### src/rtl/rbrs_pkg.sv
// Constants, encodings and timing counts for the burst read sequencer
package rbrs_pkg;
  localparam int          CLK_PERIOD_NS = 10;
  localparam int          CARRIER_DIV   = 128;
  localparam int          DIV_W         = $clog2(CARRIER_DIV);
  localparam int          MS_NS         = 1000000;
  localparam int          MS_CYCLES     = (MS_NS + CLK_PERIOD_NS - 1) / CLK_PERIOD_NS;
  localparam int          BURST_ON_MS   = 80;
  localparam int          BURST_OFF_MS  = 30;
  localparam int          FLASH_MS      = 50;
  localparam int          BAUD_RATE     = 9600;
  localparam int          BIT_NS        = 1000000000 / BAUD_RATE;
  localparam int          BAUD_CYCLES   = BIT_NS / CLK_PERIOD_NS;
  localparam int          ID_W          = 40;
  localparam int          ID_BYTES      = 5;
  localparam int          HDX_BITS      = 48;
  localparam int          FDX_BITS      = 49;
  localparam int          BITCNT_W      = 6;
  localparam int          FIFO_DEPTH    = 8;
  localparam int          LOG_DEPTH     = 16;
  localparam logic [4:0]  PIN_RST       = 5'h10;
  localparam logic [7:0]  HDX_HDR       = 8'h7E;
  localparam logic [7:0]  FDX_HDR       = 8'h81;
  localparam logic [7:0]  NVM_CFG_ADDR  = 8'h00;
  localparam logic [7:0]  NVM_LOG_BASE  = 8'h01;
  localparam logic [7:0]  CFG_SIG       = 8'hA5;
  localparam logic [7:0]  CFG_RESET     = 8'h01;
  localparam int          CFG_TERM_BIT  = 0;
  // Arbitrary value, no meaning beyond this design
  localparam logic [7:0]  VERSION       = 8'h10;
  localparam logic [7:0]  ERR_UNKNOWN   = 8'h01;
  localparam logic [7:0]  CH_V          = 8'h56;
  localparam logic [7:0]  CH_C          = 8'h43;
  localparam logic [7:0]  CH_S          = 8'h53;
  localparam logic [7:0]  CH_M          = 8'h4D;
  localparam logic [7:0]  CH_L          = 8'h4C;
  localparam logic [7:0]  CH_Q          = 8'h3F;
  localparam logic [7:0]  CH_E          = 8'h45;
  localparam logic [7:0]  CH_K          = 8'h4B;
  localparam logic [7:0]  CH_CR         = 8'h0D;
  localparam logic [7:0]  CH_LF         = 8'h0A;
  typedef enum logic [2:0] {ST_LOAD, ST_IDLE, ST_ON, ST_OFF, ST_SEND, ST_STORE, ST_ARG, ST_LOG} rbrs_state_t;
endpackage

### src/rtl/rbrs_fifo.sv
// Byte FIFO between the record formatter and the serial transmitter
`timescale 1ns/1ps
module rbrs_fifo #(
  parameter int W     = 8,
  parameter int DEPTH = 8
) (
  input  wire logic         clock,
  input  wire logic         rstn,
  input  wire logic         in_valid,
  input  wire logic [W-1:0] in_data,
  output logic              in_ready,
  output logic              out_valid,
  input  wire logic         out_ready,
  output logic [W-1:0]      out_data
);
  localparam int AW = $clog2(DEPTH);
  logic [W-1:0] mem [DEPTH];
  logic [AW:0]  wr_ptr;
  logic [AW:0]  rd_ptr;
  logic [AW:0]  next_wr_ptr;
  logic [AW:0]  next_rd_ptr;
  logic         do_wr;
  logic         do_rd;

  // Full when pointers differ only in the wrap bit
  assign in_ready  = !((wr_ptr[AW] != rd_ptr[AW]) && (wr_ptr[AW-1:0] == rd_ptr[AW-1:0]));
  assign out_valid = (wr_ptr != rd_ptr);
  assign out_data  = mem[rd_ptr[AW-1:0]];
  assign do_wr     = in_valid && in_ready;
  assign do_rd     = out_valid && out_ready;

  always_comb begin
    next_wr_ptr = do_wr ? wr_ptr + 1'b1 : wr_ptr;
    next_rd_ptr = do_rd ? rd_ptr + 1'b1 : rd_ptr;
  end

  always_ff @(posedge clock or negedge rstn) begin
    if (!rstn) begin
      wr_ptr <= '0;
      rd_ptr <= '0;
    end else begin
      wr_ptr <= next_wr_ptr;
      rd_ptr <= next_rd_ptr;
    end
  end

  always_ff @(posedge clock) begin
    if (do_wr) begin
      mem[wr_ptr[AW-1:0]] <= in_data;
    end
  end
endmodule

### src/rtl/rbrs_uart.sv
// Serial transmitter and receiver, 8 data bits, no parity, one stop bit
`timescale 1ns/1ps
module rbrs_uart #(
  parameter int BAUD_CYCLES = rbrs_pkg::BAUD_CYCLES
) (
  input  wire logic       clock,
  input  wire logic       rstn,
  input  wire logic       tx_valid,
  input  wire logic [7:0] tx_data,
  output logic            tx_ready,
  output logic            txd,
  input  wire logic       rxd,
  output logic            rx_valid,
  output logic [7:0]      rx_data
);
  localparam int CW = $clog2(BAUD_CYCLES);
  logic [CW-1:0] tcnt, next_tcnt, rcnt, next_rcnt;
  logic [3:0]    tbits, next_tbits, rbits, next_rbits;
  logic [8:0]    tsh, next_tsh;
  logic [7:0]    rsh, next_rsh, next_rx_data;
  logic          next_txd, next_rx_valid;
  logic          rx_s1, rx_s2;

  assign tx_ready = (tbits == 4'h0);

  always_comb begin
    next_tcnt  = tcnt;
    next_tbits = tbits;
    next_tsh   = tsh;
    next_txd   = txd;
    if (tbits == 4'h0) begin
      if (tx_valid) begin
        next_tsh   = {1'b1, tx_data};
        next_tbits = 4'hA;
        next_tcnt  = '0;
        next_txd   = 1'b0;
      end
    end else if (tcnt == CW'(BAUD_CYCLES - 1)) begin
      next_tcnt  = '0;
      next_tbits = tbits - 4'h1;
      if (tbits != 4'h1) begin
        next_txd = tsh[0];
        next_tsh = {1'b1, tsh[8:1]};
      end
    end else begin
      next_tcnt = tcnt + 1'b1;
    end
  end

  // Receive samples mid-bit; a bad stop bit drops the byte
  always_comb begin
    next_rcnt     = rcnt;
    next_rbits    = rbits;
    next_rsh      = rsh;
    next_rx_valid = 1'b0;
    next_rx_data  = rx_data;
    if (rbits == 4'h0) begin
      if (!rx_s2) begin
        next_rbits = 4'hA;
        next_rcnt  = CW'(BAUD_CYCLES / 2);
      end
    end else if (rcnt == CW'(BAUD_CYCLES - 1)) begin
      next_rcnt  = '0;
      next_rbits = rbits - 4'h1;
      if (rbits == 4'hA && rx_s2) begin
        next_rbits = 4'h0;
      end else if (rbits == 4'h1) begin
        next_rx_valid = rx_s2;
        next_rx_data  = rsh;
      end else if (rbits != 4'hA) begin
        next_rsh = {rx_s2, rsh[7:1]};
      end
    end else begin
      next_rcnt = rcnt + 1'b1;
    end
  end

  always_ff @(posedge clock or negedge rstn) begin
    if (!rstn) begin
      tcnt     <= '0;
      tbits    <= 4'h0;
      tsh      <= 9'h1FF;
      txd      <= 1'b1;
      rcnt     <= '0;
      rbits    <= 4'h0;
      rsh      <= 8'h00;
      rx_valid <= 1'b0;
      rx_data  <= 8'h00;
      rx_s1    <= 1'b1;
      rx_s2    <= 1'b1;
    end else begin
      tcnt     <= next_tcnt;
      tbits    <= next_tbits;
      tsh      <= next_tsh;
      txd      <= next_txd;
      rcnt     <= next_rcnt;
      rbits    <= next_rbits;
      rsh      <= next_rsh;
      rx_valid <= next_rx_valid;
      rx_data  <= next_rx_data;
      rx_s1    <= rxd;
      rx_s2    <= rx_s1;
    end
  end
endmodule

### src/rtl/rbrs_top.sv
// Burst read sequencer: carrier bursts, tag decode, indicators, serial records and commands
// Notes on behaviour
// Carrier is system clock divided by 128
// Carrier control holds the divider in reset
// Bursts repeat 80 ms on, 30 ms off
// Half-duplex replies sought only while carrier off
// Full-duplex replies sought only while carrier on
// Each type: data plus sync, own decoder
// Red indicator follows burst on/off timing
// Valid read pulses green and beeper
// Valid read stops bursts, red goes off
// New cycle needs button release then press
// Load and check stored configuration at start
// Bursts wait for a button press
// Send each decoded record on serial output
// Store each decoded code in memory
// Commands taken only when idle and quiet
// Version, config query, config set, list, mode
// Unknown command answers with error code
// Burst timing counted from the system clock
`timescale 1ns/1ps
module rbrs_top #(
  parameter int MS_CYCLES   = rbrs_pkg::MS_CYCLES,
  parameter int BAUD_CYCLES = rbrs_pkg::BAUD_CYCLES
) (
  input  wire logic                     clock,
  input  wire logic                     rstn,
  input  wire logic                     read_btn_n,
  input  wire logic                     hdx_data,
  input  wire logic                     hdx_sync,
  input  wire logic                     fdx_data,
  input  wire logic                     fdx_sync,
  input  wire logic                     uart_rxd,
  output logic                          uart_txd,
  output logic                          carrier_out,
  output logic                          red_led,
  output logic                          green_led,
  output logic                          beeper,
  output logic                          nvm_req,
  output logic                          nvm_we,
  output logic [7:0]                    nvm_addr,
  output logic [rbrs_pkg::ID_W-1:0]     nvm_wdata,
  input  wire logic [rbrs_pkg::ID_W-1:0] nvm_rdata,
  input  wire logic                     nvm_ack
);
  localparam int MW = $clog2(MS_CYCLES);
  localparam int IW = rbrs_pkg::ID_W;
  localparam int BW = rbrs_pkg::BITCNT_W;

  rbrs_pkg::rbrs_state_t state, next_state;
  logic [4:0]   pin_s1, pin_s2, pin_s3;
  logic [MW-1:0] ms_div, next_ms_div;
  logic         ms_tick;
  logic [rbrs_pkg::DIV_W-1:0] div, next_div;
  logic         car_on, next_car_on, next_carrier, next_red, next_green;
  logic [6:0]   ms_cnt, next_ms_cnt;
  logic [7:0]   flash, next_flash, cfg, next_cfg, cmd, next_cmd;
  logic         mode, next_mode, store, next_store, term, next_term;
  logic [IW-1:0] rec, next_rec, next_nvm_wdata;
  logic [2:0]   len, next_len, idx, next_idx;
  logic [3:0]   log_ptr, next_log_ptr;
  logic         next_nvm_req, next_nvm_we;
  logic [7:0]   next_nvm_addr;
  logic [rbrs_pkg::HDX_BITS-1:0] hsr, next_hsr;
  logic [rbrs_pkg::FDX_BITS-1:0] fsr, next_fsr;
  logic [BW-1:0] hcnt, next_hcnt, fcnt, next_fcnt;
  logic         pressed, press, hclk_rise, fclk_rise, hdx_hit, fdx_hit, dec_valid;
  logic [IW-1:0] dec_id;
  logic         push, fifo_ready, fifo_valid, tx_ready, rx_valid, tx_quiet, last;
  logic [7:0]   push_data, fifo_data, rx_data;

  function automatic logic [7:0] byte_of(input logic [IW-1:0] r, input logic [2:0] i);
    logic [IW-1:0] s;
    s = r >> (8 * (rbrs_pkg::ID_BYTES - 1 - int'(i)));
    return s[7:0];
  endfunction

  function automatic logic [IW-1:0] msg(input logic [7:0] a, input logic [7:0] b);
    return {a, b, 24'h00_0000};
  endfunction

  // Pins cross into the clock domain through two flops; third copy for edges
  genvar g;
  generate
    for (g = 0; g < 5; g++) begin : g_sync
      always_ff @(posedge clock or negedge rstn) begin
        if (!rstn) begin
          pin_s1[g] <= rbrs_pkg::PIN_RST[g];
          pin_s2[g] <= rbrs_pkg::PIN_RST[g];
          pin_s3[g] <= rbrs_pkg::PIN_RST[g];
        end else begin
          pin_s1[g] <= g == 4 ? read_btn_n : g == 3 ? hdx_data : g == 2 ? hdx_sync : g == 1 ? fdx_data : fdx_sync;
          pin_s2[g] <= pin_s1[g];
          pin_s3[g] <= pin_s2[g];
        end
      end
    end
  endgenerate

  // edge only
  assign pressed   = !pin_s2[4];
  assign press     = pressed && pin_s3[4];
  assign hclk_rise = pin_s2[2] && !pin_s3[2];
  assign fclk_rise = pin_s2[0] && !pin_s3[0];
  // ms enable
  assign ms_tick   = (ms_div == MW'(MS_CYCLES - 1));
  assign tx_quiet  = !fifo_valid && tx_ready;

  // separate decoders
  assign hdx_hit   = (hcnt == BW'(rbrs_pkg::HDX_BITS)) && (hsr[47:40] == rbrs_pkg::HDX_HDR);
  assign fdx_hit   = (fcnt == BW'(rbrs_pkg::FDX_BITS)) && (fsr[48:41] == rbrs_pkg::FDX_HDR) && ((^fsr[40:1]) == fsr[0]);
  assign dec_valid = ((state == rbrs_pkg::ST_OFF) && hdx_hit) || ((state == rbrs_pkg::ST_ON) && fdx_hit);
  assign dec_id    = (state == rbrs_pkg::ST_OFF) ? hsr[39:0] : fsr[40:1];
  assign last      = term ? (idx == len + 3'h1) : (idx == len - 3'h1);

  always_comb begin
    next_hsr  = hsr;
    next_hcnt = hcnt;
    next_fsr  = fsr;
    next_fcnt = fcnt;
    // off window
    if (state != rbrs_pkg::ST_OFF) begin
      next_hcnt = '0;
    end else if (hclk_rise) begin
      next_hsr = {hsr[46:0], pin_s2[3]};
      if (hcnt != BW'(rbrs_pkg::HDX_BITS)) next_hcnt = hcnt + 1'b1;
    end
    // on window
    if (state != rbrs_pkg::ST_ON) begin
      next_fcnt = '0;
    end else if (fclk_rise) begin
      next_fsr = {fsr[47:0], pin_s2[1]};
      if (fcnt != BW'(rbrs_pkg::FDX_BITS)) next_fcnt = fcnt + 1'b1;
    end
  end

  always_comb begin
    next_state = state;
    next_ms_cnt = ms_cnt;
    next_rec = rec;
    next_len = len;
    next_idx = idx;
    next_term = term;
    next_cfg = cfg;
    next_mode = mode;
    next_cmd = cmd;
    next_store = store;
    next_log_ptr = log_ptr;
    next_flash = flash;
    next_nvm_req = nvm_req;
    next_nvm_we = nvm_we;
    next_nvm_addr = nvm_addr;
    next_nvm_wdata = nvm_wdata;
    push = 1'b0;
    push_data = 8'h00;
    next_ms_div = ms_tick ? '0 : ms_div + 1'b1;
    if (ms_tick && flash != 8'h00) next_flash = flash - 8'h01;
    case (state)
      // load and check
      rbrs_pkg::ST_LOAD: begin
        next_nvm_req  = 1'b1;
        next_nvm_we   = 1'b0;
        next_nvm_addr = rbrs_pkg::NVM_CFG_ADDR;
        if (nvm_req && nvm_ack) begin
          next_nvm_req = 1'b0;
          if (nvm_rdata[15:8] == rbrs_pkg::CFG_SIG) next_cfg = nvm_rdata[7:0];
          next_state = rbrs_pkg::ST_IDLE;
        end
      end
      rbrs_pkg::ST_IDLE: begin
        next_idx = 3'h0;
        next_term = 1'b0;
        next_store = 1'b0;
        // wait for press
        if (press && !mode) begin
          next_state  = rbrs_pkg::ST_ON;
          next_ms_cnt = 7'h00;
        // only when quiet
        end else if (rx_valid && tx_quiet) begin
          next_cmd = rx_data;
          next_state = rbrs_pkg::ST_SEND;
          next_len = 3'h2;
          // command set
          if (rx_data == rbrs_pkg::CH_V) begin
            next_rec = msg(rbrs_pkg::CH_V, rbrs_pkg::VERSION);
          end else if (rx_data == rbrs_pkg::CH_C) begin
            next_rec = msg(rbrs_pkg::CH_C, cfg);
          end else if (rx_data == rbrs_pkg::CH_Q) begin
            next_rec = {rbrs_pkg::CH_V, rbrs_pkg::CH_C, rbrs_pkg::CH_S, rbrs_pkg::CH_M, rbrs_pkg::CH_L};
            next_len = 3'h5;
          end else if (rx_data == rbrs_pkg::CH_S || rx_data == rbrs_pkg::CH_M) begin
            next_state = rbrs_pkg::ST_ARG;
          end else if (rx_data == rbrs_pkg::CH_L) begin
            next_state = rbrs_pkg::ST_LOG;
          end else begin
            // error reply
            next_rec = msg(rbrs_pkg::CH_E, rbrs_pkg::ERR_UNKNOWN);
          end
        end
      end
      rbrs_pkg::ST_ON, rbrs_pkg::ST_OFF: begin
        if (dec_valid) begin
          // stop on read
          next_state = rbrs_pkg::ST_SEND;
          next_rec = dec_id;
          next_len = 3'(rbrs_pkg::ID_BYTES);
          next_term = cfg[rbrs_pkg::CFG_TERM_BIT];
          next_store = 1'b1;
          // green and beep
          next_flash = 8'(rbrs_pkg::FLASH_MS);
        end else if (!pressed) begin
          next_state = rbrs_pkg::ST_IDLE;
        end else if (ms_tick) begin
          // burst timing
          next_ms_cnt = ms_cnt + 7'h01;
          if (state == rbrs_pkg::ST_ON && ms_cnt == 7'(rbrs_pkg::BURST_ON_MS - 1)) begin
            next_state = rbrs_pkg::ST_OFF;
            next_ms_cnt = 7'h00;
          end else if (state == rbrs_pkg::ST_OFF && ms_cnt == 7'(rbrs_pkg::BURST_OFF_MS - 1)) begin
            next_state = rbrs_pkg::ST_ON;
            next_ms_cnt = 7'h00;
          end
        end
      end
      // serial record
      rbrs_pkg::ST_SEND: begin
        if (fifo_ready) begin
          push = 1'b1;
          push_data = idx < len ? byte_of(rec, idx) : (idx == len ? rbrs_pkg::CH_CR : rbrs_pkg::CH_LF);
          next_idx = idx + 3'h1;
          if (last) next_state = store ? rbrs_pkg::ST_STORE : rbrs_pkg::ST_IDLE;
        end
      end
      // log the code
      rbrs_pkg::ST_STORE: begin
        next_nvm_req = 1'b1;
        next_nvm_we = 1'b1;
        next_nvm_addr = rbrs_pkg::NVM_LOG_BASE + {4'h0, log_ptr};
        next_nvm_wdata = rec;
        if (nvm_req && nvm_ack) begin
          next_nvm_req = 1'b0;
          next_nvm_we = 1'b0;
          next_log_ptr = log_ptr + 4'h1;
          next_state = rbrs_pkg::ST_IDLE;
        end
      end
      rbrs_pkg::ST_ARG: begin
        if (rx_valid) begin
          if (cmd == rbrs_pkg::CH_S) next_cfg = rx_data;
          else next_mode = rx_data[0];
          next_rec = msg(rbrs_pkg::CH_K, 8'h00);
          next_len = 3'h1;
          next_state = rbrs_pkg::ST_SEND;
        end
      end
      default: begin
        // Reads back the newest logged code; empty slots read as memory holds them
        next_nvm_req = 1'b1;
        next_nvm_we = 1'b0;
        next_nvm_addr = rbrs_pkg::NVM_LOG_BASE + {4'h0, log_ptr - 4'h1};
        if (nvm_req && nvm_ack) begin
          next_nvm_req = 1'b0;
          next_rec = nvm_rdata;
          next_len = 3'(rbrs_pkg::ID_BYTES);
          next_state = rbrs_pkg::ST_SEND;
        end
      end
    endcase
    next_car_on = (next_state == rbrs_pkg::ST_ON);
    // divider held in reset
    next_div = car_on ? div + 1'b1 : '0;
    // divide by 128
    next_carrier = car_on && div[rbrs_pkg::DIV_W-1];
    // red follows bursts
    next_red = next_car_on;
    next_green = (next_flash != 8'h00);
  end

  always_ff @(posedge clock or negedge rstn) begin
    if (!rstn) begin
      state <= rbrs_pkg::ST_LOAD;
      ms_div <= '0;
      ms_cnt <= 7'h00;
      div <= '0;
      car_on <= 1'b0;
      carrier_out <= 1'b0;
      red_led <= 1'b0;
      green_led <= 1'b0;
      beeper <= 1'b0;
      flash <= 8'h00;
      cfg <= rbrs_pkg::CFG_RESET;
      cmd <= 8'h00;
      mode <= 1'b0;
      store <= 1'b0;
      term <= 1'b0;
      rec <= '0;
      len <= 3'h0;
      idx <= 3'h0;
      log_ptr <= 4'h0;
      nvm_req <= 1'b0;
      nvm_we <= 1'b0;
      nvm_addr <= 8'h00;
      nvm_wdata <= '0;
      hsr <= '0;
      fsr <= '0;
      hcnt <= '0;
      fcnt <= '0;
    end else begin
      state <= next_state;
      ms_div <= next_ms_div;
      ms_cnt <= next_ms_cnt;
      div <= next_div;
      car_on <= next_car_on;
      carrier_out <= next_carrier;
      red_led <= next_red;
      green_led <= next_green;
      beeper <= next_green;
      flash <= next_flash;
      cfg <= next_cfg;
      cmd <= next_cmd;
      mode <= next_mode;
      store <= next_store;
      term <= next_term;
      rec <= next_rec;
      len <= next_len;
      idx <= next_idx;
      log_ptr <= next_log_ptr;
      nvm_req <= next_nvm_req;
      nvm_we <= next_nvm_we;
      nvm_addr <= next_nvm_addr;
      nvm_wdata <= next_nvm_wdata;
      hsr <= next_hsr;
      fsr <= next_fsr;
      hcnt <= next_hcnt;
      fcnt <= next_fcnt;
    end
  end

  // Push stalls in the send state while the FIFO is full
  rbrs_fifo #(.W(8), .DEPTH(rbrs_pkg::FIFO_DEPTH)) u_fifo (
    .clock(clock), .rstn(rstn), .in_valid(push), .in_data(push_data), .in_ready(fifo_ready),
    .out_valid(fifo_valid), .out_ready(tx_ready), .out_data(fifo_data));

  rbrs_uart #(.BAUD_CYCLES(BAUD_CYCLES)) u_uart (
    .clock(clock), .rstn(rstn), .tx_valid(fifo_valid), .tx_data(fifo_data), .tx_ready(tx_ready),
    .txd(uart_txd), .rxd(uart_rxd), .rx_valid(rx_valid), .rx_data(rx_data));
endmodule

### config.mk
export PLATFORM = sky130hd
export DESIGN_NAME = rbrs_top
export DESIGN_NICKNAME = d
export VERILOG_FILES = /design/src/rtl/rbrs_pkg.sv /design/src/rtl/rbrs_fifo.sv /design/src/rtl/rbrs_uart.sv /design/src/rtl/rbrs_top.sv
export SDC_FILE = /design/constraint.sdc
export NUM_CORES = 1
export LEC_CHECK = 0
export BUFFER_PORTS_ARGS = -buffer_cell sky130_fd_sc_hd__buf_2
export CORE_ASPECT_RATIO = 1.5
export CORE_MARGIN = 8
export CORE_UTILIZATION = 30
export CTS_CLUSTER_SIZE = 28
export DETAILED_ROUTE_END_ITERATION = 8
export PLACE_DENSITY = 0.44
export REMOVE_ABC_BUFFERS = 1
export SETUP_SLACK_MARGIN = 0.15
export SLEW_MARGIN = 20
export SYNTH_ARGS = -nofsm -noshare
export SYNTH_HDL_FRONTEND = slang
export SYNTH_HIERARCHICAL = 1
export SYNTH_SLANG_ARGS = --single-unit
### constraint.sdc
create_clock -name clock -period 4.2 [get_ports clock]
set_clock_uncertainty 0.2 [all_clocks]
set_input_delay 0.42 -clock clock [delete_from_list [all_inputs] [get_ports clock]]
set_output_delay 0.42 -clock clock [all_outputs]
set_load 0.1 [all_outputs]
==> results.md, run 1 <==
* Row count at 115
* Vias in the first global route at 13884
* CP endpoint: rec[1]$_DFFE_PN0P_
* Worst Setup SP: u_fifo/wr_ptr[1]$_DFFE_PN0P_
* Top-area cell type share of the netlist area at 42.8%
* Wire length of the first global-routing pass at 83600 microns
* Setup Viol. Count Final at 0
* Crit path largest cell delay at 0.55 ns
* H-Tree Depth at 2
* Starting DRT DRC Count at 642
* # hold bufs at CTS at 20
* Setup TNS at 0 ns
* CP Launch Type: flip-flop
* Synth Cell Area at 19900 sq um
* Hpwl dp at 38800 microns
* Post-CTS setup buffers at 0
* Wirelength, routed at 53800 microns
* Leak at 10.0 nW
* RSZ-0062 raised after global routing: no
* CTS tree: yes
* VDD IR max at 562 uV
* Max-Cap Viols at 0
* Worst R2R Start: u_fifo/wr_ptr[1]$_DFFE_PN0P_
* Grt total ovfl at 0
* Clock sink count at 419
* Dpl cells at 2589
* Die height at 331 microns
* Final Max Tran Viols at 0
* Async SR Flop Fraction at 84.7%
* Yosys cell types at 82
* Busiest grt layer: met2
* Yosys reg bits at 419
* Worst-case clock buffer depth at 3
* Met3 GRT Util at 2.39%
* Pwr/cell area at 615 nW/um^2
* Pin count of the biggest net entering global routing at 110
* Worst setup EP type: flip-flop
* Post-synthesis sequential area ratio at 54.5%
* Initial antenna violation count at 0
* Detailed-route via count at 13205
* Post-synth top area cell: dfrtp_1
* HP Class: in -> reg
* Yosys warns at 6
* Clock root buffer: clkbuf_16
* Max Fclk at 283 MHz
* CP Max Fanout at 24
* Post-route minimum period at 3.54 ns
* Die area at 74900 sq um
* Slew margin rel. at 33.3%
* Met1 Use GR at 18.0%
* Post-CTS sizing at 0
* WP data arrival at 3.80 ns
* Port Buffer Count at 100
* Area growth from synthesis to layout at 16.7%
* DR pass1 iterations at 5
* Hold Violations, Final at 0
* ANT nets after route at 0
* R2r worst-path depth at 10
* Most used DFF post-synth: dfrtp_1
* Synth area leaders: dfrtp_1 (43%), mux2_2 (10%), edfxtp_1 (9.7%)
* R2r endpoint: rec[1]$_DFFE_PN0P_
* Vias/cell at 4.91
* WS Path Type: reg -> reg
* Status: complete, no violations
* R2r setup slk at 0.66 ns
* Clk_lat worst skew at 0.57 ns
* Post-Syn Instances at 1655
* CP max-delay cell: dfrtp_1
* Met2 Use GR at 25.1%
* Number of CTS-inserted buffers at 45
* Final Cycle Share at 84.2%
* All-Layer GR Usage at 14.4%
* Wire per inst at 20.0 microns
* Initial core utilization at 30.3%
* Final Wtd Congestion at 0.821
* Clk slew on worst S/H paths at 0.06 ns
* Share of post-route cells with drive strength above 1 at 24.9%
* DRC viols at 0
* Core area at 65600 sq um
* Io pins at 104
* Layout Nets at 1860
* Final std cells w/o fill at 2690
* CP Data Required Time at 4.46 ns
* Average size of a mapped cell at 12.0 sq um
* Hold WS at 0.0533 ns
* Worst Tran Pin Value at 0.986 ns
* Worst-path cell chain: xor2_2 > or3_1 > or2_1 > and3b_1 > a31oi_1 > a311oi_1 > a21oi_2 > nor2_4 > buf_12 > mux2_2
* Post-synth EDFFs at 64
* Die span in x at 226 microns
[kinds of logic after synthesis]
logic type	count (synthesis)	synth area share, %
buffers and inverters	129	2.81
multiplexers	268	16.2
AO/OA/AOI/OAI	269	8.71
XOR/XNOR	100	4.59
other	1	0.0189
flip-flops	419	54.5
AND/OR/NAND/NOR	437	11.1
adder cells (fa/ha/maj)	32	2.05
[worst max-delay path: cells and delay by family (launching register included)]
kind	cells	cell delay, ns
buf+inv	1	0.25
simple gates	4	1.32
flops	1	0.55
compound gates	3	0.52
mux	1	0.35
xor+xnor	1	0.24
[layout by cell type (no fill, tap or decap), types with 7 or more instances in the layout]
cell	count
edfxtp_1	64
nand2b_1	12
buf_4	35
o41ai_1	9
xnor2_1	71
nor3_1	15
and3_1	16
nand3_1	44
nor4b_1	7
mux4_2	24
xor2_1	25
and2_1	11
nand2_1	122
dlygate4sd3_1	20
dfstp_2	15
clkbuf_1	14
mux2i_1	61
mux2_2	178
or3_1	12
o31ai_1	22
dfrtp_1	339
a21oi_1	62
buf_2	99
inv_1	45
o22ai_1	17
clkbuf_8	9
nor2_1	109
o21ai_0	80
nor4_1	13
ha_1	31
clkbuf_16	45
a31oi_1	17
nand4_1	22
[layer usage]
layer  vias to the layer above  wire length (microns)
met4                         0                   1510
met2                       249                  26800
met1                      6641                  23400
met5                         -                      0
met3                        78                   2030
li1                       6237                      -
[power by group]
part / switching, W / internal, W / total (W)
Combinational: 0.00338 / 0.00146 / 0.00484
Sequential: 0.000582 / 0.00470 / 0.00528
Clock: 0.00163 / 0.00250 / 0.00414
Total: 0.00560 / 0.00865 / 0.0143
[layout make-up]
type,count,area [sq um]
fillers,6599,42400
inverters,45,169
repair buffers,159,1050
well taps,877,1100
flip-flops and latches,419,10800
diodes,1,2.50
multi-input cells,1109,8520
clock buffers,68,1300
clock inverters,12,214
[cells in the mapped netlist (12+ instances only)]
library cell / number
a21oi_1: 63
a31oi_1: 17
and3_1: 16
clkbuf_1: 53
dfrtp_1: 340
dfstp_2: 15
edfxtp_1: 64
ha_1: 31
inv_1: 45
mux2_2: 178
mux2i_1: 61
mux4_2: 24
nand2_1: 122
nand2b_1: 13
nand3_1: 44
nand4_1: 22
nor2_1: 111
nor3_1: 15
nor4_1: 13
o21ai_0: 80
o22ai_1: 17
o31ai_1: 22
or3_1: 12
xnor2_1: 71
xor2_1: 25
[metrics by stage]
step	utilization [%]	area, sq um	worst slack (ns)	power (W)
2_1_floorplan	-	19500	-2.36	0.00871
3_3_place_gp	32.7	21500	0.728	0.0102
3_5_place_dp	32.7	21500	0.644	0.0103
4_1_cts	35.3	23200	0.649	0.0145
5_1_grt	35.3	23200	0.445	0.0150
6_report	35.3	23200	0.662	0.0143
[state kept, by name, indices dropped and copies added, names as in the netlist, 14 cells and up]
signal and flops:
fsr 49, hsr 48, ms_div 17, nvm_wdata 40
rec 40, u_fifo/mem 64, u_uart/rcnt 14, u_uart/tcnt 14
[worst min-delay path by stage]
stage,startpoint,end,slack [ns],cells after the start
2_1_floorplan,rstn,beeper$_DFF_PN0_,-0.08,0
5_1_grt,nvm_rdata[25],rec[25]$_DFFE_PN0P_,0.04,3
4_1_cts,nvm_rdata[35],rec[35]$_DFFE_PN0P_,0.006,3
6_report,nvm_rdata[35],rec[35]$_DFFE_PN0P_,0.05,3
3_3_place_gp,pin_s1[0]$_DFF_PN0_,pin_s2[0]$_DFF_PN0_,0.14,0
3_5_place_dp,pin_s1[0]$_DFF_PN0_,pin_s2[0]$_DFF_PN0_,0.13,0
(Power assumes the default switching activity.)
==> inputs of run 2 (changes only) <==
--- a/config.mk
+++ b/config.mk
@@ -5,6 +5,7 @@
 export SDC_FILE = /design/constraint.sdc
 export NUM_CORES = 1
 export LEC_CHECK = 0
+export ABC_AREA = 1
 export BUFFER_PORTS_ARGS = -buffer_cell sky130_fd_sc_hd__buf_2
 export CORE_ASPECT_RATIO = 1.5
 export CORE_MARGIN = 8
==> constraint.sdc (replaced) <==
create_clock -name clock -period 3.6 [get_ports clock]
set_clock_uncertainty 0.2 [all_clocks]
set_input_delay 0.36 -clock clock [delete_from_list [all_inputs] [get_ports clock]]
set_output_delay 0.36 -clock clock [all_outputs]
set_load 0.1 [all_outputs]
==> run 2 against run 1 <==
Core utilization barely moved. Highest routed layer unchanged. Total power rose by 19%. Critical path depth rose by 4. Largest cell class unchanged. Largest power group unchanged.
==> results.md, run 2 <==
* Share of post-route cells with drive strength above 1 at 12.1% (-13 points)
* Row count at 118 (+2.6%)
* Layout Nets at 2675 (+44%)
* R2r setup slk at 0.57 ns (-0.09 ns)
* Worst-path cell chain: inv_2 > nand2_1 > nand2_2 > inv_1 > nor2_1 > nand2_2 > nor2_1 > inv_1 > a2111oi_4 > buf_4 > buf_4 > buf_12 > nand4_1 > nand2_1
* Worst R2R Start: u_fifo/rd_ptr[2]$_DFFE_PN0P_
* Comb pwr share at 33.9% (about the same)
* Fin util at 35.3% (about the same)
* Vias/cell at 4.77 (-2.8%)
* Post-route minimum period at 3.03 ns (-0.511 ns)
* CTS tree: yes
* Leak at 11.3 nW (+13%)
* Worst Tran Pin Value at 0.738 ns (-0.248 ns)
* CP Max Fanout at 38 (+58%)
* Total power at 0.0169 W (+19%)
* Post-synth top area cell: dfrtp_1
* Async SR Flop Fraction at 84.7% (unchanged)
* Most used DFF post-synth: dfrtp_1
* Status: complete, no violations
* Grt total ovfl at 0 (unchanged)
* HP Class: in -> reg
* Clk_lat worst skew at 0.60 ns (+0.03 ns)
* Post-synth EDFFs at 64 (unchanged)
* Clock root buffer: clkbuf_16
* Core area at 68800 sq um (+4.9%)
* CP max-delay cell: dfrtp_1
* DR pass1 iterations at 5 (unchanged)
* Post-synth top cells: nand2_1 (752), dfrtp_1 (340), inv_1 (237)
* Die area at 78100 sq um (+4.3%)
* WS Path Type: reg -> reg
* R2r worst-path depth at 14 (+4)
* Pwr/cell area at 697 nW/um^2 (+13%)
* Max Fclk at 330 MHz (+17%)
* Most frequent cells in the layout: nand2_1 (751), dfrtp_1 (340), inv_1 (237), o21ai_0 (208), nor2_1 (163)
* Post-Syn Instances at 2461 (+49%)
* Top-area cell type share of the netlist area at 40.9% (-1.9 points)
* Most common cell in the netlist: nand2_1
* ANT nets after route at 0 (unchanged)
* Initial core utilization at 30.2% (-0.070 points)
* WP depth at 14 (+4)
* Port Buffer Count at 100 (unchanged)
* Wirelength, routed at 60500 microns (+13%)
* Number of CTS-inserted buffers at 47 (+4.4%)
* Initial antenna violation count at 0 (unchanged)
* Worst Setup SP: u_fifo/rd_ptr[2]$_DFFE_PN0P_
* RSZ-0062 raised after global routing: no
* Yosys reg bits at 419 (unchanged)
* R2r endpoint: rec[17]$_DFFE_PN0P_
* Starting DRT DRC Count at 907 (+41%)
* Wire length of the first global-routing pass at 96400 microns (+15%)
* Clock sink count at 419 (unchanged)
* Vias in the first global route at 16984 (+22%)
* Yosys cell types at 65 (-21%)
* Post-synthesis sequential area ratio at 52.1% (-2.4 points)
* Area growth from synthesis to layout at 16.9%
* CP Launch Type: flip-flop
* Die height at 338 microns (+2.2%)
* Worst setup EP type: flip-flop
* Final Max Tran Viols at 0 (unchanged)
* VDD IR max at 682 uV (+21%)
* Io pins at 104 (unchanged)
* Largest register FFs at 64 (unchanged)
* Worst-case clock buffer depth at 3 (unchanged)
* Clock share of power at 30.3% (+1.3 points)
* WP data arrival at 3.36 ns (-0.44 ns)
* DRC viols at 0 (unchanged)
* Net switching power at 0.00695 W (+24%)
* CP delay by family, top: simple AND/OR/NAND/NOR gates
* Crit path largest cell delay at 0.55 ns (about the same)
* Yosys warns at 6 (unchanged)
* Hold Violations, Final at 0 (unchanged)
* Int Power at 0.00998 W (+15%)
* Slew margin rel. at 50.7% (+17 points)
* H-Tree Depth at 2 (unchanged)
* Clk slew on worst S/H paths at 0.06 ns (about the same)
* CP Data Required Time at 3.93 ns (-0.53 ns)
* Final Cycle Share at 84.1% (-0.15 points)
* Max-Cap Viols at 0 (unchanged)
* Setup WS post-layout at 0.573 ns (-0.0890 ns)
* Synth area leaders: dfrtp_1 (41%), nand2_1 (14%), edfxtp_1 (9.2%)
* Sequential power share at 35.8% (-1.2 points)
* Switching portion of total power at 41.1% (+1.8 points)
* Wire per inst at 17.2 microns (-14%)
* Synth Cell Area at 20800 sq um (+4.6%)
* CP endpoint: rec[17]$_DFFE_PN0P_
* Average size of a mapped cell at 8.44 sq um (-30%)
* Crit path buf inv count at 6 (+5)
* Hpwl dp at 43400 microns (+12%)
* Pin count of the biggest net entering global routing at 84 (-24%)
* Setup Viol. Count Final at 0 (unchanged)
* Most common cell after layout, fill and taps aside: nand2_1
* Die span in x at 231 microns (+2.1%)
* Post-place setup slack at 0.322 ns (-0.323 ns)
* All-Layer GR Usage at 15.4% (+0.96 points)
* Detailed-route via count at 16847 (+28%)
* N_diodes at 0 (-1)
* Hold WS at 0.0418 ns (-0.0115 ns)
* Final Wtd Congestion at 0.845 (+2.9%)
## run 2: cell count changes in the layout (fill, tap and decap cells not counted), moves of 47 or more
cell	change
inv_1	+192
mux2_2	-161
mux2i_1	-61
nand2_1	+629
nand3_1	+91
nand4_1	+49
nor2_1	+54
o21ai_0	+128
xnor2_1	-47
## run 2: area by class of cell
type	count	area, sq um
multi-input cells	1695	8550
repair buffers	170	1180
flip-flops and latches	419	10800
fillers	7211	44500
clock buffers	61	1290
clock inverters	23	344
well taps	900	1130
inverters	261	981
## run 2: worst min path at each step
stage,startpoint,to,slack (ns),depth (start not counted)
2_1_floorplan,rstn,beeper$_DFF_PN0_,-0.14,0
3_3_place_gp,rstn,u_uart/rcnt[5]$_DFFE_PN0P_,0.13,1
3_5_place_dp,pin_s1[3]$_DFF_PN0_,pin_s2[3]$_DFF_PN0_,0.13,0
4_1_cts,nvm_rdata[3],cfg[3]$_DFFE_PN0P_,0.001,4
5_1_grt,nvm_rdata[33],rec[33]$_DFFE_PN0P_,0.04,5
6_report,nvm_rdata[3],cfg[3]$_DFFE_PN0P_,0.04,4
## run 2: repair_timing
item                                   in CTS  in global routing
hold buffers                               28                  0
resized for setup                           0                  1
setup endpoints to repair                   0                 40
endpoints found under the hold margin     182                  0
setup buffers                               0                  2
## run 2: kinds of logic (layout without fill, tap and decap cells)
kind of cell	count (synthesis)	in the layout	share of synthesized area, %
AOI/OAI and AO/OA	362	362	10.1
DFF	419	419	52.1
buffers and inverters	350	515	6.95
adders and majority gates	32	32	1.96
muxes	17	17	0.921
and+or+nand+nor	1216	1217	25.3
xor gates and xnor gates	64	64	2.70
other	1	3	0.0180
## run 2: tightest hold or removal path, cell delays in order
cell and delay [ns]:
buf_2 0.13, o21ai_0 0.10, nand2_1 0.07, o21a_1 0.12
## run 2: power by group through the flow
stage	registers, W	logic [W]	clock network [W]
finish	0.00607	0.00573	0.00513
global route	0.00616	0.00630	0.00549
CTS	0.00608	0.00575	0.00532
detailed placement	0.00616	0.00571	0
global placement	0.00614	0.00568	0
floorplan	0.00744	0.00255	0
## run 2: layer usage
metal	global-route usage [%]	routed length [microns]	vias to the layer above
met5	0	0	-
met4	4.65	1640	0
met3	2.35	2220	77
met2	27.3	30900	273
met1	18.9	25800	8158
li1	-	-	8339
## run 2: stage by stage
step	instance area [sq um]	setup TNS, ns	cells
finish	24300	0	3529
global route	24300	0	3529
CTS	24300	0	3526
detailed placement	22300	0	3414
global placement	22300	0	3414
floorplan	20300	-54.97	2374
